### src/gtc_pkg.sv
package gtc_pkg;

  // register bus geometry
  localparam int          GTC_ADDR_W     = 3;
  localparam int          GTC_DATA_W     = 8;

  // register byte offsets
  localparam logic [2:0]  GTC_ADDR_CNT_LO = 3'h0;
  localparam logic [2:0]  GTC_ADDR_CNT_HI = 3'h1;
  localparam logic [2:0]  GTC_ADDR_CTL    = 3'h2;
  localparam logic [2:0]  GTC_ADDR_GATE   = 3'h3;
  localparam logic [2:0]  GTC_ADDR_STAT   = 3'h4;

  // clock select codes
  localparam logic [1:0]  GTC_CS_INSTR   = 2'h0;
  localparam logic [1:0]  GTC_CS_SYS     = 2'h1;
  localparam logic [1:0]  GTC_CS_EXT     = 2'h2;
  localparam logic [1:0]  GTC_CS_CAP     = 2'h3;

  // status and gate field positions
  localparam int          GTC_STAT_OVF_BIT = 0;
  localparam int          GTC_STAT_OSC_BIT = 1;
  localparam int          GTC_STAT_ARM_BIT = 2;
  localparam int          GTC_GATE_LVL_BIT = 0;

  // reset values and counts
  localparam logic [7:0]  GTC_CTL_RESET  = 8'h00;
  localparam logic [7:0]  GTC_GATE_RESET = 8'h00;
  localparam logic [15:0] GTC_CNT_RESET  = 16'h0000;
  localparam logic [15:0] GTC_CNT_MAX    = 16'hffff;
  localparam logic [15:0] GTC_CNT_ONE    = 16'h0001;
  localparam logic [2:0]  GTC_PRE_RESET  = 3'h0;
  localparam logic [1:0]  GTC_INSTR_LAST = 2'h3;
  localparam logic [1:0]  GTC_INSTR_ONE  = 2'h1;

  // timer control register layout
  typedef struct packed {
    logic [1:0] clock_select;
    logic [1:0] prescale_select;
    logic       crystal_osc_enable;
    logic       sync_disable;
    logic       spare;
    logic       run_enable;
  } gtc_ctl_t;

  // gate control register layout
  typedef struct packed {
    logic       gate_qualify_enable;
    logic [6:0] spare;
  } gtc_gate_t;

endpackage

### src/gtc_prescaler.sv
`timescale 1ns/1ps
`default_nettype none

module gtc_prescaler
  import gtc_pkg::*;
(
  input  wire logic       sys_clk,
  input  wire logic       rst,
  input  wire logic       clear,
  input  wire logic       tick,
  input  wire logic [1:0] ratio,
  output logic            out,
  output logic [2:0]      count
);

  logic [2:0] count_q;
  logic       full;

  // terminal mask for divide by 1, 2, 4 or 8
  function automatic logic [2:0] ratio_mask(input logic [1:0] r);
    case (r)
      2'h0:    ratio_mask = 3'h0;
      2'h1:    ratio_mask = 3'h1;
      2'h2:    ratio_mask = 3'h3;
      default: ratio_mask = 3'h7;
    endcase
  endfunction

  assign full  = (count_q & ratio_mask(ratio)) == ratio_mask(ratio);
  assign out   = tick & full;
  assign count = count_q;

  // hidden divider, cleared by count writes
  always_ff @(posedge sys_clk)
  begin
    if (rst || clear)
      count_q <= GTC_PRE_RESET;
    else if (tick && full)
      count_q <= GTC_PRE_RESET;
    else if (tick)
      count_q <= count_q + 3'h1;
  end

endmodule

`default_nettype wire

### src/gtc_edge_detect.sv
`timescale 1ns/1ps
`default_nettype none

module gtc_edge_detect
  import gtc_pkg::*;
(
  input  wire logic sys_clk,
  input  wire logic rst,
  input  wire logic raw_in,
  input  wire logic sync_en,
  output logic      rise,
  output logic      fall
);

  logic meta_q;
  logic sync_q;
  logic direct_q;
  logic prev_q;
  logic level;

  // two-stage path for synchronised counting
  always_ff @(posedge sys_clk)
  begin
    if (rst)
    begin
      meta_q <= 1'b0;
      sync_q <= 1'b0;
    end
    else
    begin
      meta_q <= raw_in;
      sync_q <= meta_q;
    end
  end

  // single-stage path for unsynchronised counting
  always_ff @(posedge sys_clk)
  begin
    if (rst)
      direct_q <= 1'b0;
    else
      direct_q <= raw_in;
  end

  // one-count slip
  // path choice shifts edge timing, can drop or add one
  assign level = sync_en ? sync_q : direct_q;

  always_ff @(posedge sys_clk)
  begin
    if (rst)
      prev_q <= 1'b0;
    else
      prev_q <= level;
  end

  assign rise = level & ~prev_q;
  assign fall = ~level & prev_q;

endmodule

`default_nettype wire

### src/gtc_timer.sv
// Functional notes
// - The 16-bit count is a low and high byte, each replaced at once on write.
// - An internal source makes the block a timer stepping per prescaled tick.
// - Run-enable 0 stops it; with gate qualify set it counts only when gated.
// - Clock select picks system, instruction, cap-sense, pin or crystal.
// - External sources count on each rising edge while enabled.
// - External sources are either synchronised or counted unsynchronised.
// - A falling edge must be seen before the first counted rising edge.
// - The selected clock is divided by 1, 2, 4 or 8 before counting.
// - The divider is hidden from software and cleared by any count write.
// - The crystal oscillator runs while enabled, including in sleep.
// - Sync-disable set counts external edges without synchronising.
// - Unsynchronised external counting runs in sleep and wakes on wrap.
// - Changing sync mode may drop or add a single increment.
// - Byte reads return a clean value while external counting runs.
// - When gated, the count holds while the gate input is low.
//
// Design decisions made here: the plain strobed port and the address map.
`timescale 1ns/1ps
`default_nettype none

module gtc_timer
  import gtc_pkg::*;
(
  input  wire logic                  sys_clk,
  input  wire logic                  rst,
  input  wire logic [GTC_ADDR_W-1:0] addr,
  input  wire logic [GTC_DATA_W-1:0] wdata,
  input  wire logic                  wr,
  input  wire logic                  rd,
  output logic      [GTC_DATA_W-1:0] rdata,
  input  wire logic                  gate_input,
  input  wire logic                  ext_clock_pin,
  input  wire logic                  cap_sense_osc,
  input  wire logic                  crystal_in_pin,
  output logic                       crystal_out_pin,
  input  wire logic                  sleep_mode,
  output logic                       overflow_flag,
  output logic                       wake_request
);

  gtc_ctl_t    ctl_q;
  gtc_gate_t   gate_q;
  logic [15:0] count_q;
  logic [15:0] count_d;
  logic [1:0]  instr_div_q;
  logic        instr_tick;
  logic        osc_out_q;
  logic        ovf_q;
  logic        wake_q;
  logic        armed_q;
  logic [7:0]  rdata_q;
  logic        wr_lo;
  logic        wr_hi;
  logic        cnt_wr;
  logic        ext_sel;
  logic        ext_raw;
  logic        ext_rise;
  logic        ext_fall;
  logic        running;
  logic        clocks_alive;
  logic        src_tick;
  logic        pre_tick;
  logic        inc;
  logic        wrap;
  logic [2:0]  pre_count;

  // address match used by several decoders
  function automatic logic hit(input logic [2:0] a, input logic [2:0] off);
    hit = (a == off);
  endfunction

  // write strobes toward the count bytes
  assign wr_lo  = wr && hit(addr, GTC_ADDR_CNT_LO);
  assign wr_hi  = wr && hit(addr, GTC_ADDR_CNT_HI);
  assign cnt_wr = wr_lo || wr_hi;

  // timer control register
  always_ff @(posedge sys_clk)
  begin
    if (rst)
      ctl_q <= gtc_ctl_t'(GTC_CTL_RESET);
    else if (wr && hit(addr, GTC_ADDR_CTL))
      ctl_q <= gtc_ctl_t'(wdata);
  end

  // gate control register
  always_ff @(posedge sys_clk)
  begin
    if (rst)
      gate_q <= gtc_gate_t'(GTC_GATE_RESET);
    else if (wr && hit(addr, GTC_ADDR_GATE))
      gate_q <= gtc_gate_t'(wdata);
  end

  // instruction clock, one tick in four system cycles
  always_ff @(posedge sys_clk)
  begin
    if (rst)
      instr_div_q <= 2'h0;
    else
      instr_div_q <= instr_div_q + GTC_INSTR_ONE;
  end

  assign instr_tick = (instr_div_q == GTC_INSTR_LAST);

  // crystal amplifier
  // inverting stage, kept alive through sleep
  always_ff @(posedge sys_clk)
  begin
    if (rst)
      osc_out_q <= 1'b0;
    else
      osc_out_q <= ctl_q.crystal_osc_enable & ~crystal_in_pin;
  end

  assign crystal_out_pin = osc_out_q;

  // external source mux
  // pin or crystal share one code, oscillator enable decides
  always_comb
  begin
    case (ctl_q.clock_select)
      GTC_CS_CAP: ext_raw = cap_sense_osc;
      GTC_CS_EXT: ext_raw = ctl_q.crystal_osc_enable ? crystal_in_pin
                                                     : ext_clock_pin;
      default:    ext_raw = 1'b0;
    endcase
  end

  assign ext_sel = ctl_q.clock_select[1];

  gtc_edge_detect u_edge (
    .sys_clk (sys_clk),
    .rst     (rst),
    .raw_in  (ext_raw),
    .sync_en (~ctl_q.sync_disable),
    .rise    (ext_rise),
    .fall    (ext_fall)
  );

  // falling edge arming
  // write or disable forgets any edge seen before
  always_ff @(posedge sys_clk)
  begin
    if (rst)
      armed_q <= 1'b0;
    else if (cnt_wr || !ctl_q.run_enable)
      armed_q <= 1'b0;
    else if (ext_fall)
      armed_q <= 1'b1;
  end

  always_comb
  begin
    case (ctl_q.clock_select)
      GTC_CS_SYS:   src_tick = 1'b1;
      GTC_CS_INSTR: src_tick = instr_tick;
      default:      src_tick = ext_rise & armed_q;
    endcase
  end

  assign running = ctl_q.run_enable &
                   (~gate_q.gate_qualify_enable | gate_input);

  // only unsynchronised external counting survives sleep
  assign clocks_alive = ~sleep_mode | (ext_sel & ctl_q.sync_disable);

  // a count write owns the cycle, no tick competes with it
  assign pre_tick = src_tick & running & clocks_alive & ~cnt_wr;

  // prescaler, cleared on count write or stop
  gtc_prescaler u_pre (
    .sys_clk (sys_clk),
    .rst     (rst),
    .clear   (cnt_wr | ~ctl_q.run_enable),
    .tick    (pre_tick),
    .ratio   (ctl_q.prescale_select),
    .out     (inc),
    .count   (pre_count)
  );

  // byte writes replace part of the live count
  always_comb
  begin
    count_d = count_q;
    if (wr_lo)
      count_d = {count_q[15:8], wdata};
    else if (wr_hi)
      count_d = {wdata, count_q[7:0]};
    else if (inc)
      count_d = count_q + GTC_CNT_ONE;
  end

  always_ff @(posedge sys_clk)
  begin
    if (rst)
      count_q <= GTC_CNT_RESET;
    else
      count_q <= count_d;
  end

  assign wrap = inc && (count_q == GTC_CNT_MAX);

  // sticky overflow flag
  // write one to clear; a wrap in the same cycle wins
  always_ff @(posedge sys_clk)
  begin
    if (rst)
      ovf_q <= 1'b0;
    else if (wrap)
      ovf_q <= 1'b1;
    else if (wr && hit(addr, GTC_ADDR_STAT) && wdata[GTC_STAT_OVF_BIT])
      ovf_q <= 1'b0;
  end

  // wake pulse on a wrap during sleep
  always_ff @(posedge sys_clk)
  begin
    if (rst)
      wake_q <= 1'b0;
    else
      wake_q <= wrap & sleep_mode;
  end

  assign overflow_flag = ovf_q;
  assign wake_request  = wake_q;

  // read capture
  // count bytes come from one clocked copy, never mid-change
  always_ff @(posedge sys_clk)
  begin
    if (rst || !rd)
      rdata_q <= 8'h00;
    else
    begin
      case (addr)
        GTC_ADDR_CNT_LO: rdata_q <= count_q[7:0];
        GTC_ADDR_CNT_HI: rdata_q <= count_q[15:8];
        GTC_ADDR_CTL:    rdata_q <= ctl_q;
        GTC_ADDR_GATE:   rdata_q <= {gate_q.gate_qualify_enable, 6'h00,
                                     gate_input};
        GTC_ADDR_STAT:   rdata_q <= {5'h00, armed_q,
                                     ctl_q.crystal_osc_enable, ovf_q};
        default:         rdata_q <= 8'h00;
      endcase
    end
  end

  assign rdata = rdata_q;
endmodule

`default_nettype wire

### config.mk
export PLATFORM = sky130hd
export DESIGN_NAME = gtc_timer
export DESIGN_NICKNAME = d
export VERILOG_FILES = /design/src/gtc_pkg.sv /design/src/gtc_prescaler.sv /design/src/gtc_edge_detect.sv /design/src/gtc_timer.sv
export SDC_FILE = /design/constraint.sdc
export NUM_CORES = 1
export LEC_CHECK = 0
export ABC_AREA = 1
export BUFFER_PORTS_ARGS = -buffer_cell sky130_fd_sc_hd__buf_2
export CAP_MARGIN = 0
export CORE_UTILIZATION = 30
export CTS_BUF_LIST = sky130_fd_sc_hd__clkbuf_8
export DETAILED_ROUTE_END_ITERATION = 12
export GPL_TIMING_DRIVEN = 0
export MAX_ROUTING_LAYER = met4
export SYNTH_ARGS = -nofsm -noshare
export SYNTH_HDL_FRONTEND = slang
export SYNTH_HIERARCHICAL = 1
export SYNTH_SLANG_ARGS = --single-unit
### constraint.sdc
create_clock -name sys_clk -period 5.15 [get_ports sys_clk]
set_input_delay 0.515 -clock sys_clk [delete_from_list [all_inputs] [get_ports sys_clk]]
set_output_delay 0.515 -clock sys_clk [all_outputs]
set_load 0.01 [all_outputs]
Word level (Yosys, flattened, before mapping)
Cells that the tools add are included.
Widths: inputs -> output; s select.

word-level totals
  register bits after elaboration = 45
  input port bits = 20
  output and inout bits = 11
  logic and storage cells = 93

operators by class
  $add $sub $neg = 3
  equal/unequal tests = 13
  mux-type cells = 11
  bitwise logic cells = 23
  reduce and logical (&&, ||, !) cells = 24

operators by type and width
  cell                   count
  $pmux 8 s5             1
  $mux 16                2
  $add 16x1->16 const B  1
  $eq 16x16->1 const B   1
  $and 1x1->1            11
  $pmux 3 s3             1
  $eq 2x2->1 const B     4
  $logic_and 1x1->1      8
  $mux 8                 1
  $not 1->1              8
  $eq 3x2->1 const B     2
  $reduce_bool 2->1      3
  $eq 2x1->1 const B     2
  $logic_not 2->1        2
  $logic_or 1x1->1       4
  $mux 1                 4
  $pmux 1 s2             2
  $reduce_and 2->1       2
  $reduce_or 2->1        2
  $add 3x1->3 const B    1
  $and 3x3->3            1
  $eq 3x1->1 const B     1
  $eq 3x3->1             1
  $eq 3x3->1 const B     1
  5 further kinds        8

Logic depth before layout (Yosys ltp)
  depth after elaboration = 11
  depth in mapped cells = 17
  mapped depth without buffers = 17

By module
The synthesis kept the hierarchy.

by module, submodules not included
  module           times used  cells each  area an instance (µm²)  sequential area each (µm²)
  gtc_timer        1           326         2,185.8                 780.7
  gtc_prescaler    1           23          167.7                   60.1
  gtc_edge_detect  1           19          120.1                   60.1

Worst setup path after synthesis
Ideal clock, no wire load.

  path kind = input to register
  start point = input port wr
  end point = register count_q[13]
  setup time = 0.068 ns
  arrival time = 2.450 ns
  required time = 5.082 ns
  path slack = 2.632 ns
  stages = 16
  buffers on the path = 1
  cells stage by stage = inv_1 -> nor2_8 -> inv_4 -> nand2_2 -> inv_2 -> nand2_1 -> a211oi_1 -> inv_2 -> a21oi_2 -> nand2_1 -> inv_1 -> o21ai_4 -> buf_6 -> nor2_1 -> nand2_1 -> a21oi_2

between the ends
  longest elaborated chain between the ends = 7
  elaborated cells between the ends (all ways) = 10
  classes of those cells = mux (1); bitwise (4); reduce/logical (5)

RTL lines
  element                               RTL line                          source
  start, declared                       gtc_timer.sv:29                   input wire logic wr,
  $logic_and 1x1->1 (on tied branches)  gtc_timer.sv:74, gtc_timer.sv:75
  $logic_or 1x1->1 *                    gtc_timer.sv:76                   assign cnt_wr = wr_lo || wr_hi;
  $not 1->1 *                           gtc_timer.sv:170                  assign pre_tick = src_tick & running & clocks_alive & ~cnt_wr;
  $and 1x1->1 *                         gtc_timer.sv:170
  named net pre_tick                    gtc_timer.sv:63                   logic pre_tick;
  $and 1x1->1 *                         gtc_prescaler.sv:30               assign out = tick & full;
  named net inc                         gtc_timer.sv:64                   logic inc;
  $reduce_bool 2->1 (no source line) *  n/a
  $reduce_and 2->1 (no source line) *   n/a
  end signal, assigned                  gtc_timer.sv:200                  count_q <= count_d;
  end, declared                         gtc_timer.sv:44                   logic [15:0] count_q;

The timed path passes the listed nets; every way through them passes the cells marked *. The select of a mux whose other input is x is not followed.
A chain may end at the register's enable or synchronous reset.

Worst setup path in the final report
  start point = input port wr
  end point = register ovf_q (netlist: overflow_flag)

between the ends
  longest elaborated chain between the ends = 7
  elaborated cells between the ends (all ways) = 11
  classes of those cells = mux (1); bitwise (3); reduce/logical (7)

RTL lines
  element                                             RTL line                          source
  $logic_and 1x1->1 (on tied branches)                gtc_timer.sv:74, gtc_timer.sv:75
  $logic_or 1x1->1 *                                  gtc_timer.sv:76
  $not 1->1 *                                         gtc_timer.sv:170
  $and 1x1->1 *                                       gtc_timer.sv:170
  named net pre_tick                                  gtc_timer.sv:63
  $and 1x1->1 *                                       gtc_prescaler.sv:30
  named net inc                                       gtc_timer.sv:64
  $logic_and 1x1->1 *                                 gtc_timer.sv:203                  assign wrap = inc && (count_q == GTC_CNT_MAX);
  $mux 1 / $reduce_bool 2->1 (equally long branches)  n/a
  end signal, assigned                                gtc_timer.sv:210                  ovf_q <= 1'b0;
  end signal, assigned                                gtc_timer.sv:212                  ovf_q <= 1'b1;
  end signal, assigned                                gtc_timer.sv:214                  ovf_q <= 1'b0;
  end, declared                                       gtc_timer.sv:49                   logic ovf_q;

The timed path passes the listed nets; every way through them passes the cells marked *.

==> reports/metrics.yaml <==
dominantRegCellSynth: "dfxtp_1"
peakVddDrop_uv: 91.5
fmaxAchievable_mhz: 334
area_growth_pct: 16.1
die_y_um: 92.8
status: "complete, no violations"
cts_inserted_buffers: 5
drtAntennaViolNets: 0
ctsResizeCount: 0
rows: 32
synth_top_family_by_area: "simple AND/OR/NAND/NOR gates"
ys_async_sr_fraction_pct: 0
start_kind: "primary input"
final_cell_mix: "80 x nand2_1, 56 x nor2_1, 54 x inv_1, 45 x dfxtp_1, 30 x buf_2"
layout_commonest_cell: "nand2_1"
grt-ovfl-total: 0
ys_top_cells_by_area: "dfxtp_1 36%, nand2_1 12%, nor2_1 8.5%"
drive_above_1_share_pct: 15.0
fin_ws_ns: 2.15
min_from: "crystal_in_pin"
dp_hpwl_um: 5470
rrSetupSlack_ns: 2.47
slew_headroom_pct: 46.2
grt_start_max_net_pins: 15
syn_area_per_cell_um2: 6.72
crit_start: "wr"
synthXorXnorAreaFrac_pct: 2.12
yosys.area_share.simple_pct: 30.5
die-area_mm2: 0.00861
worstReg2RegStart: "ctl_q[2]"
muxShareOfSynthArea_pct: 0.405
start_util_pct: 31.5
setup_tns_ns: 0
grt_pass1_wl_um: 11300
slowest_delay_ns: 0.65
power_leakage_nw: 1.23
required_ns: 5.38
yosysSeqAreaShare_pct: 36.4
setup_viol: 0
insertion_delay_ns: 0.30
finalClockSkew_ns: 0.00912
rsz0062_at_grt: "no"
syn_inst: 368
crit_chain: "buf_2 -> inv_1 -> nor2_8 -> inv_4 -> nand2_2 -> inv_2 -> nand2_1 -> a211oi_1 -> inv_2 -> a21oi_2 -> nand2_1 -> inv_1 -> nand2_1 -> nor3_1 -> nand3_1 -> a21oi_1"
ioPinCount: 31
fin_nets: 428
regArea_um2: 901
core_area_mm2: 0.00785
synth_nets: 391
clk_pin_slew_ns: 0.09
multi_input_area_mm2: 0.00130
synth_compound_area_share_pct: 18.0
grtUsageTotal_pct: 17.5
slew_viol_final: 0
antenna_found_initial: 0
n_fill_cell: 889
wl_per_cell_um: 13.5
dr.pass1.iters: 5
slowest_stage: "a211oi_1"
syn_area_mm2: 0.00247
cts_buffer_depth: 2
tightest_slew_ns: 0.802
cp_common_cell: "nand2_1"
crit_path_max_fanout: 8
synth.largest_area_cell: "dfxtp_1"
drt-total-wl_um: 6860
die_w_um: 92.8
root_buffer: "clkbuf_8"
tritoncts: "done"
min_period_over_period_pct: 58.2
portBuffers: 30
post-route-drc-count: 0
crit_type: "primary input to register"
cp-end-kind: "register"
pwr_density_cell_mw_per_mm2: 247
timing_hold_violations_final: 0
gp_congestion: 0.921
dp_slack_ns: 1.85
synth_top_area_share_pct: 36.4
cts.sinks: 45
num_vias: 2492
antenna-diode-count: 0
synthAdderAreaFrac_pct: 1.52
hold_path.class: "primary input to register"
yosysWarnings: 6
first_iter_violations: 183
maxCapViolCount: 0
synth_edf_count: 0
worst_ep_arrival_time_ns: 3.23
ctsHoldBuffers: 0
ctsHtreeMaxLevel: 2
ys_seq_elements: 45
period_minus_slack_ns: 3.00
cts_setup_buffers: 0
post_drt_via_cell_ratio: 4.91
grt_pass1_vias: 2283
yosys.cell_types.count: 31
power by group:
group	internal (W)	switching, W
combinational	0.0000214	0.0000441
clock	0.000158	0.000126
sequential	0.000355	0.00000619
critical path: cells and delay by family:
family,cells,cell delay (ns)
buffers and inverters,6,0.97
AND/OR/NAND/NOR,7,0.79
AO/OA/AOI/OAI,3,0.95
per-layer routing:
metal / track usage [%] / vias up / part of all wire, %
met4: 4.74 / 0 / 1.5
met1: 22.7 / 1143 / 47
met2: 28.4 / 86 / 46
met5: - / - / 0
met3: 2.38 / 8 / 5.5
li1: - / 1255 / -
metrics by stage:
step                total power (W)  std cells  area [µm²]  utilization, %  hold slack [ns]
global placement           0.000434        500        2750            35.1            0.407
floorplan                  0.000408        368        2470               -            0.399
finish                     0.000711        508        2870            36.6            0.387
CTS                        0.000718        508        2870            36.6            0.382
global route               0.000742        508        2870            36.6            0.375
detailed placement         0.000435        500        2750            35.1            0.413
flip-flops by register name, indices dropped and copies added (netlist names):
| name | count |
|---|---|
| ctl_q | 8 |
| u_edge/direct_q | 1 |
| gate_q | 1 |
| overflow_flag | 1 |
| u_edge/prev_q | 1 |
| rdata | 8 |
| wake_request | 1 |
| u_edge/sync_q | 1 |
| u_pre/count | 3 |
| count_q | 16 |
| crystal_out_pin | 1 |
| armed_q | 1 |
| instr_div_q | 2 |
path summary, 6_finish.rpt:
kind | endpoint | cells after the start
worst min register to register | instr_div_q[0] | 1
worst max-delay path | overflow_flag | 16
worst max register to register | overflow_flag | 15
worst min-delay path | crystal_out_pin | 2
cell type report:
class | count | area share (%)
multi-input combinational | 257 | 45.3
clock inverter | 2 | 1.31
timing repair buffer | 30 | 5.23
inverter | 60 | 7.93
sequential | 45 | 31.4
buffer | 6 | 1.57
tap | 102 | 4.44
clock buffer | 6 | 2.88
cells by family after synthesis:
kind of cell	count (synthesis)
simple gates	173
compound gates	74
buf+inv	66
flops	45
xor+xnor	6
fa+ha+maj	3
mux	1
cells in the mapped netlist, types with 2 or more instances:
library cell / count
nand4_1: 2
nor3_1: 3
a31oi_1: 3
buf_6: 3
nand2_2: 3
a211oi_1: 2
ha_1: 3
nor2_4: 2
nand3_1: 24
nand2_1: 80
clkbuf_1: 3
a21oi_2: 4
xnor2_1: 2
a21oi_1: 24
inv_1: 54
inv_2: 5
o21ai_0: 25
nor2_1: 56
o22ai_1: 7
dfxtp_1: 45
nand3_4: 2
o21ai_4: 2
o221ai_1: 3
xor2_1: 4
(Power assumes the default switching activity.)
